File: src/design/cacr_pkg.sv
// constants, types and field layout of the codec audio control register bank
// assumes the serial control shifter and the register bank share one clock
//
// Overview of operation
// receive data byte is written by host; reads give the last received byte
// transmit data byte replaces encoder output when transmit substitution is on
// both data bytes act only in companded coding; linear coding ignores them
// routing bits 7:6 pick transmit input: mute, mic one, two or three
// routing bit 5 turns the sidetone path on when set
// routing bits 4:3 pick mute, earpiece or loudspeaker; code 11 forbidden
// routing bit 2 lets ring or tone reach the selected output
// routing bit 1 set bypasses the receive high-pass filter
// routing bit 0 lets decoded receive signal reach the selected output
// power-on loads every marked default value into every field
// gain upper nibble is transmit gain, 1.5 dB per step from 0 dB
// gain lower nibble is sidetone gain, -12.5 dB falling 1 dB per step
// attenuation nibbles set earpiece and extra gain, 2 dB steps down
// tone bits 7:4 give 3 dB attenuation steps; bits 6:5 ignored if bit 7 set
// tone bits 3:2 pick muted, second, first or summed tones
// tone bit 1 picks sine when set, square when clear
// tone bit 0 set feeds tone generator into transmit path
// first divisor register holds unsigned byte setting first tone frequency
// host writes zero to reserved tone control bits
// address byte: bit 7 power down, bit 2 read, bit 1 data follows
// address and data bytes travel most significant bit first
// receive substitution decodes the stored byte each frame, ignoring input
// transmit substitution sends stored byte each frame; register is write only
`default_nettype none

package cacr_pkg;

  localparam int BYTE_W = 8;
  localparam int IDX_W = 4;
  localparam int SYNC_N = 3;

  // register indices carried in address byte bits 6:3
  localparam logic [3:0] IDX_RX_DATA = 4'h2;
  localparam logic [3:0] IDX_TX_DATA = 4'h3;
  localparam logic [3:0] IDX_ROUTING = 4'h4;
  localparam logic [3:0] IDX_GAIN = 4'h5;
  localparam logic [3:0] IDX_ATTEN = 4'h6;
  localparam logic [3:0] IDX_TONE = 4'h7;
  localparam logic [3:0] IDX_FIRST_DIV = 4'h8;

  // address byte layout
  localparam int ADDR_PWR_BIT = 7;
  localparam int ADDR_IDX_MSB = 6;
  localparam int ADDR_IDX_LSB = 3;
  localparam int ADDR_READ_BIT = 2;
  localparam int ADDR_DATA_BIT = 1;
  localparam logic [2:0] BIT_LAST = 3'h7;

  // routing register fields
  localparam int ROUTE_TXSEL_HI = 7;
  localparam int ROUTE_TXSEL_LO = 6;
  localparam int ROUTE_SIDETONE = 5;
  localparam int ROUTE_RXOUT_HI = 4;
  localparam int ROUTE_RXOUT_LO = 3;
  localparam int ROUTE_TONE = 2;
  localparam int ROUTE_HPB = 1;
  localparam int ROUTE_RXSIG = 0;
  localparam logic [1:0] RXOUT_EAR = 2'h1;
  localparam logic [1:0] RXOUT_SPK = 2'h2;

  // nibble fields shared by gain, attenuation and tone registers
  localparam int HI_MSB = 7;
  localparam int HI_LSB = 4;
  localparam int LO_MSB = 3;
  localparam int LO_LSB = 0;
  localparam int TONE_F1 = 3;
  localparam int TONE_F2 = 2;
  localparam int TONE_SINE = 1;
  localparam int TONE_DE = 0;
  localparam logic [1:0] TONE_DC_ZERO = 2'h0;

  // power-on values
  localparam logic [7:0] RST_RX_DATA = 8'h00;
  localparam logic [7:0] RST_TX_DATA = 8'h00;
  localparam logic [7:0] RST_ROUTING = 8'h00;
  localparam logic [7:0] RST_GAIN = 8'h00;
  localparam logic [7:0] RST_ATTEN = 8'h00;
  localparam logic [7:0] RST_TONE = 8'h00;
  localparam logic [7:0] RST_FIRST_DIV = 8'h00;
  localparam logic [2:0] SYNC_RST = 3'h2;

  typedef struct packed {
    logic tx_input_sel_hi;
    logic tx_input_sel_lo;
    logic sidetone_on;
    logic earpiece_output;
    logic loudspeaker_output;
    logic tone_to_output_on;
    logic rx_highpass_bypass;
    logic rx_signal_to_output_on;
    logic [3:0] tx_gain;
    logic [3:0] sidetone_gain;
    logic [3:0] earpiece_gain;
    logic [3:0] extra_out_gain;
    logic [3:0] tone_atten;
    logic first_tone_select;
    logic second_tone_select;
    logic sine_select;
    logic tone_into_transmit;
    logic [7:0] first_tone_divisor;
  } cacr_ctrl_type;

  localparam cacr_ctrl_type CTRL_RST = '0;

  typedef struct packed {
    logic addr_done;
    logic wr_done;
    logic [7:0] addr;
    logic [7:0] data;
  } cacr_cmd_type;

  typedef enum logic [3:0] {
    ST_IDLE = 4'h1,
    ST_ADDR = 4'h2,
    ST_DATA = 4'h4,
    ST_SKIP = 4'h8
  } cacr_ser_state_type;

endpackage

`default_nettype wire

File: src/design/cacr_regs.sv
// codec audio control register bank behind the serial control port
// assumes coding mode, substitution enables and pcm frame data come from
// neighbouring logic on clk; the serial pins come from the host asynchronously
`default_nettype none

module cacr_regs (
  // clock and reset
  input wire logic clk,
  input wire logic sys_rst,
  // serial control port pins
  input wire logic ser_clk,
  input wire logic ser_cs_n,
  input wire logic ser_din,
  output logic ser_dout,
  output logic ser_dout_oe,
  // coding mode and substitution enables
  input wire logic coding_companded,
  input wire logic rx_substitute_on,
  input wire logic tx_substitute_on,
  // pcm frame side
  input wire logic frame_strobe,
  input wire logic [7:0] pcm_rx_input,
  input wire logic [7:0] encoder_byte,
  output logic [7:0] decoder_byte,
  output logic [7:0] pcm_tx_output,
  // decoded controls
  output logic power_down,
  output var cacr_pkg::cacr_ctrl_type ctrl
);

  // ----------------------------------------------------------------
  // pin synchronisers
  // ----------------------------------------------------------------
  logic [cacr_pkg::SYNC_N-1:0] pin_meta;
  logic [cacr_pkg::SYNC_N-1:0] pin_sync;
  wire [cacr_pkg::SYNC_N-1:0] pin_raw = {ser_clk, ser_cs_n, ser_din};

  genvar gi;
  generate
    for (gi = 0; gi < cacr_pkg::SYNC_N; gi++) begin : g_sync
      always_ff @(posedge clk) begin
        if (sys_rst) begin
          pin_meta[gi] <= cacr_pkg::SYNC_RST[gi];
          pin_sync[gi] <= cacr_pkg::SYNC_RST[gi];
        end else begin
          pin_meta[gi] <= pin_raw[gi];
          pin_sync[gi] <= pin_meta[gi];
        end
      end
    end
  endgenerate

  // ----------------------------------------------------------------
  // serial shifter
  // ----------------------------------------------------------------
  cacr_pkg::cacr_cmd_type cmd;
  logic [7:0] rd_data;

  cacr_serial u_serial (
    .clk(clk),
    .sys_rst(sys_rst),
    .sclk_s(pin_sync[2]),
    .csn_s(pin_sync[1]),
    .sdi_s(pin_sync[0]),
    .rd_data(rd_data),
    .cmd(cmd),
    .sdo(ser_dout),
    .sdo_oe(ser_dout_oe)
  );

  // ----------------------------------------------------------------
  // address decode
  // ----------------------------------------------------------------
  function automatic logic hits(input logic [7:0] addr, input logic [3:0] idx);
    return addr[cacr_pkg::ADDR_IDX_MSB:cacr_pkg::ADDR_IDX_LSB] == idx;
  endfunction

  wire wr_rx_data = cmd.wr_done & hits(cmd.addr, cacr_pkg::IDX_RX_DATA);
  wire wr_tx_data = cmd.wr_done & hits(cmd.addr, cacr_pkg::IDX_TX_DATA);
  wire wr_routing = cmd.wr_done & hits(cmd.addr, cacr_pkg::IDX_ROUTING);
  wire wr_gain = cmd.wr_done & hits(cmd.addr, cacr_pkg::IDX_GAIN);
  wire wr_atten = cmd.wr_done & hits(cmd.addr, cacr_pkg::IDX_ATTEN);
  wire wr_tone = cmd.wr_done & hits(cmd.addr, cacr_pkg::IDX_TONE);
  wire wr_first_div = cmd.wr_done & hits(cmd.addr, cacr_pkg::IDX_FIRST_DIV);

  // ----------------------------------------------------------------
  // register storage
  // ----------------------------------------------------------------
  logic [7:0] receive_path_data;
  logic [7:0] transmit_substitute_data;
  logic [7:0] audio_routing;
  logic [7:0] transmit_sidetone_gain;
  logic [7:0] output_attenuation;
  logic [7:0] tone_control;
  logic [7:0] first_tone_divisor;
  logic [7:0] rx_capture;

  always_ff @(posedge clk) begin
    if (sys_rst) begin
      receive_path_data <= cacr_pkg::RST_RX_DATA;
      transmit_substitute_data <= cacr_pkg::RST_TX_DATA;
      audio_routing <= cacr_pkg::RST_ROUTING;
      transmit_sidetone_gain <= cacr_pkg::RST_GAIN;
      output_attenuation <= cacr_pkg::RST_ATTEN;
      tone_control <= cacr_pkg::RST_TONE;
      first_tone_divisor <= cacr_pkg::RST_FIRST_DIV;
    end else begin
      if (wr_rx_data) receive_path_data <= cmd.data;
      if (wr_tx_data) transmit_substitute_data <= cmd.data;
      if (wr_routing) audio_routing <= cmd.data;
      if (wr_gain) transmit_sidetone_gain <= cmd.data;
      if (wr_atten) output_attenuation <= cmd.data;
      if (wr_tone) tone_control <= cmd.data;
      if (wr_first_div) first_tone_divisor <= cmd.data;
    end
  end

  // ----------------------------------------------------------------
  // read-back mux
  // ----------------------------------------------------------------
  // the transmit substitute byte is write only and reads as zero
  assign rd_data = hits(cmd.addr, cacr_pkg::IDX_RX_DATA) ? rx_capture :
                   hits(cmd.addr, cacr_pkg::IDX_ROUTING) ? audio_routing :
                   hits(cmd.addr, cacr_pkg::IDX_GAIN) ? transmit_sidetone_gain :
                   hits(cmd.addr, cacr_pkg::IDX_ATTEN) ? output_attenuation :
                   hits(cmd.addr, cacr_pkg::IDX_TONE) ? tone_control :
                   hits(cmd.addr, cacr_pkg::IDX_FIRST_DIV) ? first_tone_divisor :
                   8'h00;

  // ----------------------------------------------------------------
  // control decode
  // ----------------------------------------------------------------
  cacr_pkg::cacr_ctrl_type next_ctrl;
  wire [1:0] rx_out_code = {audio_routing[cacr_pkg::ROUTE_RXOUT_HI],
                            audio_routing[cacr_pkg::ROUTE_RXOUT_LO]};
  wire [3:0] tone_code = tone_control[cacr_pkg::HI_MSB:cacr_pkg::HI_LSB];

  assign next_ctrl.tx_input_sel_hi = audio_routing[cacr_pkg::ROUTE_TXSEL_HI];
  assign next_ctrl.tx_input_sel_lo = audio_routing[cacr_pkg::ROUTE_TXSEL_LO];
  assign next_ctrl.sidetone_on = audio_routing[cacr_pkg::ROUTE_SIDETONE];
  // the forbidden code mutes so both outputs are never driven together
  assign next_ctrl.earpiece_output = rx_out_code == cacr_pkg::RXOUT_EAR;
  assign next_ctrl.loudspeaker_output = rx_out_code == cacr_pkg::RXOUT_SPK;
  assign next_ctrl.tone_to_output_on = audio_routing[cacr_pkg::ROUTE_TONE];
  assign next_ctrl.rx_highpass_bypass = audio_routing[cacr_pkg::ROUTE_HPB];
  assign next_ctrl.rx_signal_to_output_on = audio_routing[cacr_pkg::ROUTE_RXSIG];
  assign next_ctrl.tx_gain = transmit_sidetone_gain[cacr_pkg::HI_MSB:cacr_pkg::HI_LSB];
  assign next_ctrl.sidetone_gain = transmit_sidetone_gain[cacr_pkg::LO_MSB:cacr_pkg::LO_LSB];
  assign next_ctrl.earpiece_gain = output_attenuation[cacr_pkg::HI_MSB:cacr_pkg::HI_LSB];
  assign next_ctrl.extra_out_gain = output_attenuation[cacr_pkg::LO_MSB:cacr_pkg::LO_LSB];
  // from -24 dB down the middle two code bits are don't-care, forced to zero
  assign next_ctrl.tone_atten = tone_code[3] ?
                                {tone_code[3], cacr_pkg::TONE_DC_ZERO, tone_code[0]} :
                                tone_code;
  assign next_ctrl.first_tone_select = tone_control[cacr_pkg::TONE_F1];
  assign next_ctrl.second_tone_select = tone_control[cacr_pkg::TONE_F2];
  assign next_ctrl.sine_select = tone_control[cacr_pkg::TONE_SINE];
  assign next_ctrl.tone_into_transmit = tone_control[cacr_pkg::TONE_DE];
  assign next_ctrl.first_tone_divisor = first_tone_divisor;

  always_ff @(posedge clk) begin
    if (sys_rst) begin
      ctrl <= cacr_pkg::CTRL_RST;
      power_down <= 1'b0;
    end else begin
      ctrl <= next_ctrl;
      if (cmd.addr_done) power_down <= cmd.addr[cacr_pkg::ADDR_PWR_BIT];
    end
  end

  // ----------------------------------------------------------------
  // pcm frame substitution
  // ----------------------------------------------------------------
  wire rx_use_reg = coding_companded & rx_substitute_on;
  wire tx_use_reg = coding_companded & tx_substitute_on;

  always_ff @(posedge clk) begin
    if (sys_rst) begin
      decoder_byte <= 8'h00;
      pcm_tx_output <= 8'h00;
      rx_capture <= 8'h00;
    end else if (frame_strobe) begin
      decoder_byte <= rx_use_reg ? receive_path_data : pcm_rx_input;
      pcm_tx_output <= tx_use_reg ? transmit_substitute_data : encoder_byte;
      if (!rx_use_reg) rx_capture <= pcm_rx_input;
    end
  end
endmodule

`default_nettype wire

File: src/design/cacr_serial.sv
// serial control port shifter: address byte, then optional data byte
// assumes clock, select and data inputs are already synchronised to clk
`default_nettype none

module cacr_serial (
  // clock and reset
  input wire logic clk,
  input wire logic sys_rst,
  // synchronised pin levels
  input wire logic sclk_s,
  input wire logic csn_s,
  input wire logic sdi_s,
  // read data for the addressed register
  input wire logic [7:0] rd_data,
  // decoded transfer and serial output
  output var cacr_pkg::cacr_cmd_type cmd,
  output logic sdo,
  output logic sdo_oe
);

  cacr_pkg::cacr_ser_state_type state;
  logic sclk_d;
  logic [2:0] bitcnt;
  logic [7:0] in_sr;
  logic [7:0] out_sr;
  wire sclk_rise = sclk_s & ~sclk_d;
  wire sclk_fall = ~sclk_s & sclk_d;
  wire [7:0] next_in = {in_sr[6:0], sdi_s};
  wire last_bit = bitcnt == cacr_pkg::BIT_LAST;

  always_ff @(posedge clk) begin
    if (sys_rst) begin
      state <= cacr_pkg::ST_IDLE;
      sclk_d <= 1'b0;
      bitcnt <= 3'h0;
      in_sr <= 8'h00;
      out_sr <= 8'h00;
      cmd <= '0;
      sdo <= 1'b0;
      sdo_oe <= 1'b0;
    end else begin
      sclk_d <= sclk_s;
      cmd.addr_done <= 1'b0;
      cmd.wr_done <= 1'b0;
      if (csn_s) begin
        state <= cacr_pkg::ST_IDLE;
        bitcnt <= 3'h0;
        sdo_oe <= 1'b0;
      end else begin
        unique case (state)
          cacr_pkg::ST_IDLE: begin
            state <= cacr_pkg::ST_ADDR;
          end
          cacr_pkg::ST_ADDR: begin
            if (sclk_rise) begin
              in_sr <= next_in;
              bitcnt <= bitcnt + 3'h1;
              if (last_bit) begin
                cmd.addr_done <= 1'b1;
                cmd.addr <= next_in;
                state <= next_in[cacr_pkg::ADDR_DATA_BIT] ? cacr_pkg::ST_DATA : cacr_pkg::ST_SKIP;
              end
            end
          end
          cacr_pkg::ST_DATA: begin
            if (cmd.addr_done) begin
              out_sr <= rd_data;
              sdo_oe <= cmd.addr[cacr_pkg::ADDR_READ_BIT];
            end
            if (sclk_fall) begin
              sdo <= out_sr[7];
            end
            if (sclk_rise) begin
              in_sr <= next_in;
              out_sr <= {out_sr[6:0], 1'b0};
              bitcnt <= bitcnt + 3'h1;
              if (last_bit) begin
                cmd.wr_done <= ~cmd.addr[cacr_pkg::ADDR_READ_BIT];
                cmd.data <= next_in;
                state <= cacr_pkg::ST_SKIP;
              end
            end
          end
          cacr_pkg::ST_SKIP: begin
            if (sclk_fall) begin
              sdo_oe <= 1'b0;
            end
          end
        endcase
      end
    end
  end

endmodule

`default_nettype wire

File: config.mk
export PLATFORM = sky130hd
export DESIGN_NAME = cacr_regs
export DESIGN_NICKNAME = d
export VERILOG_FILES = /design/src/design/cacr_pkg.sv /design/src/design/cacr_regs.sv /design/src/design/cacr_serial.sv
export SDC_FILE = /design/constraint.sdc
export NUM_CORES = 1
export LEC_CHECK = 0
export BUFFER_PORTS_ARGS = -buffer_cell sky130_fd_sc_hd__buf_4
export CORE_ASPECT_RATIO = 2
export CORE_MARGIN = 5
export CORE_UTILIZATION = 29
export CTS_CLUSTER_DIAMETER = 50
export DETAILED_ROUTE_END_ITERATION = 12
export GPL_ROUTABILITY_DRIVEN = 0
export GPL_TIMING_DRIVEN = 0
export SYNTH_ARGS = -nofsm -noshare
export SYNTH_HDL_FRONTEND = slang
export SYNTH_SLANG_ARGS = --single-unit
File: constraint.sdc
create_clock -name clk -period 3.5 [get_ports clk]
set_input_delay 0.875 -clock clk [delete_from_list [all_inputs] [get_ports clk]]
set_output_delay 0.875 -clock clk [all_outputs]
set_load 0.01 [all_outputs]
==> results.tsv <==
metric	value	unit
status	complete, but fails checks	
failing checks	capacitance limit	
Setup Skew	0.008134	ns
antenna violations before repair	0	
Seq/Total Area, Yosys	0.5135	
Leak	3.251	nW
Avg Inst Size Synth	9.618	sq um
clock insertion delay at the later pin of the skew report	0.43	ns
main combinational cell family by area after synthesis	simple AND/OR/NAND/NOR gates	
ys async rst share	0	
most common cell in the synthesized netlist	dfxtp_1	
Crit. End Element	flip-flop	
n_diodes	0	
mux cell area share after synthesis	0.1238	
clock network fraction of total power	0.477	
Pwr Density	496.2	nW/um^2
grt ovf	0	
number of buffers created by CTS	17	
minimum clock period	2.709	ns
Final Cycle Share	0.7740	
Starting Density	0.2956	
Commonest cells post-synth	dfxtp_1 (168), nor2_1 (122), mux2i_1 (81)	
Synth cell types	48	
DRC	0	
pre-CTS setup slack	1.011	ns
row cnt	77	
clock sink count	168	
WP data required	3.85	ns
largest net degree at the start of global routing	17	
worst reg2reg startpoint	u_serial.cmd[12]	
top cells by area, synth	dfxtp_1 (51%), mux2i_1 (12%), nor2_1 (7.0%), nor2b_1 (3.7%), nor3b_1 (2.5%)	
Post-Synthesis Cells	681	
DRT iter0 DRCs	254	
First-pass DRT Iterations	5	
Sw Ratio	0.2232	
all-layer global routing usage	0.1551	
Int Pwr	3.116	mW
area leader, netlist	dfxtp_1	
core area	22160	sq um
Rel. slew slack	0.008073	
Net Count, Synth	708	
Crit Path Max Fanout	9	
wire per inst	18.29	um
post-route ant nets	0	
hold_ws	0.4406	ns
Worst EP arrival	3.05	ns
Setup TNS Final	0	ns
mapped cell area	6550	sq um
xor/xnor share of the synthesized area	0.002674	
Post-DP Area	7481	sq um
simple-gate share of the synthesized area	0.2210	
r2r setup slk	0.79	ns
Final Max Tran Viols	0	
area delta synth->final	23.42	%
Final nets	805	
WS Path Type	reg2reg	
cell count of the worst reg-to-reg path	5	
Via density	4.795	
Synth Area in Adders	0.003820	
Root Driver	clkbuf_16	
I/O Buffers	78	
H-tree depth	4	
Post-CTS Setup Inserts	0	
Synth top area share	0.5135	
IO Pins	84	
share of layout cells above drive strength 1	0.1707	
post-CTS sizing	0	
hold violation total from the final report	0	
max-cap violations	1	
Compound-Gate Fraction of Synth Area	0.09245	
EDFF count, synth	0	
Critical R2R Capture	u_serial.out_sr[2]	
highest clock rate	369.2	MHz
critical path launch point type	flip-flop	
CTS Buffer Depth	2	
sequential group share of total power	0.485	
Die W	116.3	um
CTS tree	done	
maximum vdd drop	0.2538	mV
CTS Hold Bufs	0	
routed wire length	19.51	mm
Comb power frac	0.038	
final non-filler cell area	8084	sq um
top_reg_cell synth	dfxtp_1	
final worst slack	0.7911	ns
worst slew pin tran	1.469	ns
Post-DP HPWL	15.24	mm
Hold Path Origin	pin_meta[1]	
vias in the first global route	5251	
setup violators final	0	
Vias	5116	
Worst Hold End	pin_sync[1]	
Yosys reg bits	168	
global-route wire length before repair	29.87	mm
Die H	222.5	um
min-delay worst type	reg2reg	
Hold Path Depth	1	
RSZ-0062 raised after global routing	false	
YS warnings	0	
Die ar.	25870	sq um
clk slew on worst S/H paths	0.07	ns
switching power	895.1	uW
==> power groups by stage <==
stage / Clock [mW] / Sequential (mW) / Combinational [mW]
after floorplan: 0 / 1.99 / 0.0727
after global placement: 0 / 1.99 / 0.151
after detailed placement: 0 / 1.99 / 0.152
after CTS: 1.96 / 1.95 / 0.153
after global routing: 2.04 / 1.95 / 0.166
final: 1.91 / 1.95 / 0.151
==> cells in the final DEF, fill, tap and decap left out, drive strengths merged, types with 4 or more instances in the layout <==
cell type,netlist,layout
buf,18,96
inv,10,13
o21ai,8,8
clkbuf,39,57
nand4b,9,9
clkinv,0,4
a221oi,5,5
nor3b,22,22
a21oi,11,11
a22oi,7,7
o311ai,8,8
dfxtp,168,168
clkinvlp,0,4
nor2,123,123
a21o,5,5
a311oi,16,16
o32ai,7,7
nand3,20,20
mux2i,81,81
nor2b,39,39
nand2,39,39
==> per-layer routing <==
layer,global-route usage,share of wire,vias up
met5,0,0,-
met4,0.09105,0.055,0
met3,0.03349,0.034,43
met2,0.2947,0.57,111
met1,0.1451,0.34,2404
li1,-,-,2558
==> stage by stage <==
step	total power [mW]	instances	utilization
floorplan	2.065	681	-
global placement	2.141	1035	0.3376
detailed placement	2.142	1035	0.3376
CTS	4.057	1067	0.3648
global route	4.149	1067	0.3648
finish	4.011	1067	0.3648
==> cell families (layout without fill, tap and decap cells) <==
logic type      Yosys count  in the layout
simple gates            281            281
flops                   168            168
mux                      81             81
compound gates           80             80
buf+inv                  67            177
fa+ha+maj                 2              2
xor+xnor                  2              2
==> registers in the layout (all words and copies together), names as in the netlist, 3 cells and up <==
register	flops
audio_routing	8
ctrl	40
decoder_byte	8
first_tone_divisor	8
output_attenuation	8
pcm_tx_output	8
pin_meta	3
pin_sync	3
receive_path_data	8
rx_capture	8
tone_control	8
transmit_sidetone_gain	8
transmit_substitute_data	8
u_serial.bitcnt	3
u_serial.cmd	16
u_serial.in_sr	7
u_serial.out_sr	8
u_serial.state	4
==> how the worst max path moves through the flow <==
stage | cells after the start | endpoint | slack, ns | start
after floorplan | 6 | rx_capture[0] | 1.57 | rx_substitute_on
after global placement | 5 | u_serial.out_sr[0] | 1.01 | u_serial.cmd[12]
after detailed placement | 5 | u_serial.out_sr[0] | 1.01 | u_serial.cmd[12]
after CTS | 5 | u_serial.out_sr[0] | 0.98 | u_serial.cmd[12]
after global routing | 5 | u_serial.out_sr[2] | 0.80 | u_serial.cmd[14]
final | 5 | u_serial.out_sr[2] | 0.79 | u_serial.cmd[12]
==> worst max-delay path, cell delays in order, from the launching register on <==
cell,delay (ns)
dfxtp_1,0.36
or3b_1,0.39
buf_2,0.17
o311ai_0,1.18
a221oi_1,0.21
o32ai_1,0.32
==> area by class of cell <==
type	instances	area [sq um]
fill	2290	14070
sequential	168	3363
multi-input combinational	446	2907
timing repair buffer	78	585.6
clock buffer	18	429.2
tap	276	345.3
buffer	57	242.7
clock inverter	14	173.9
inverter	10	37.54
(Power assumes the default switching activity.)
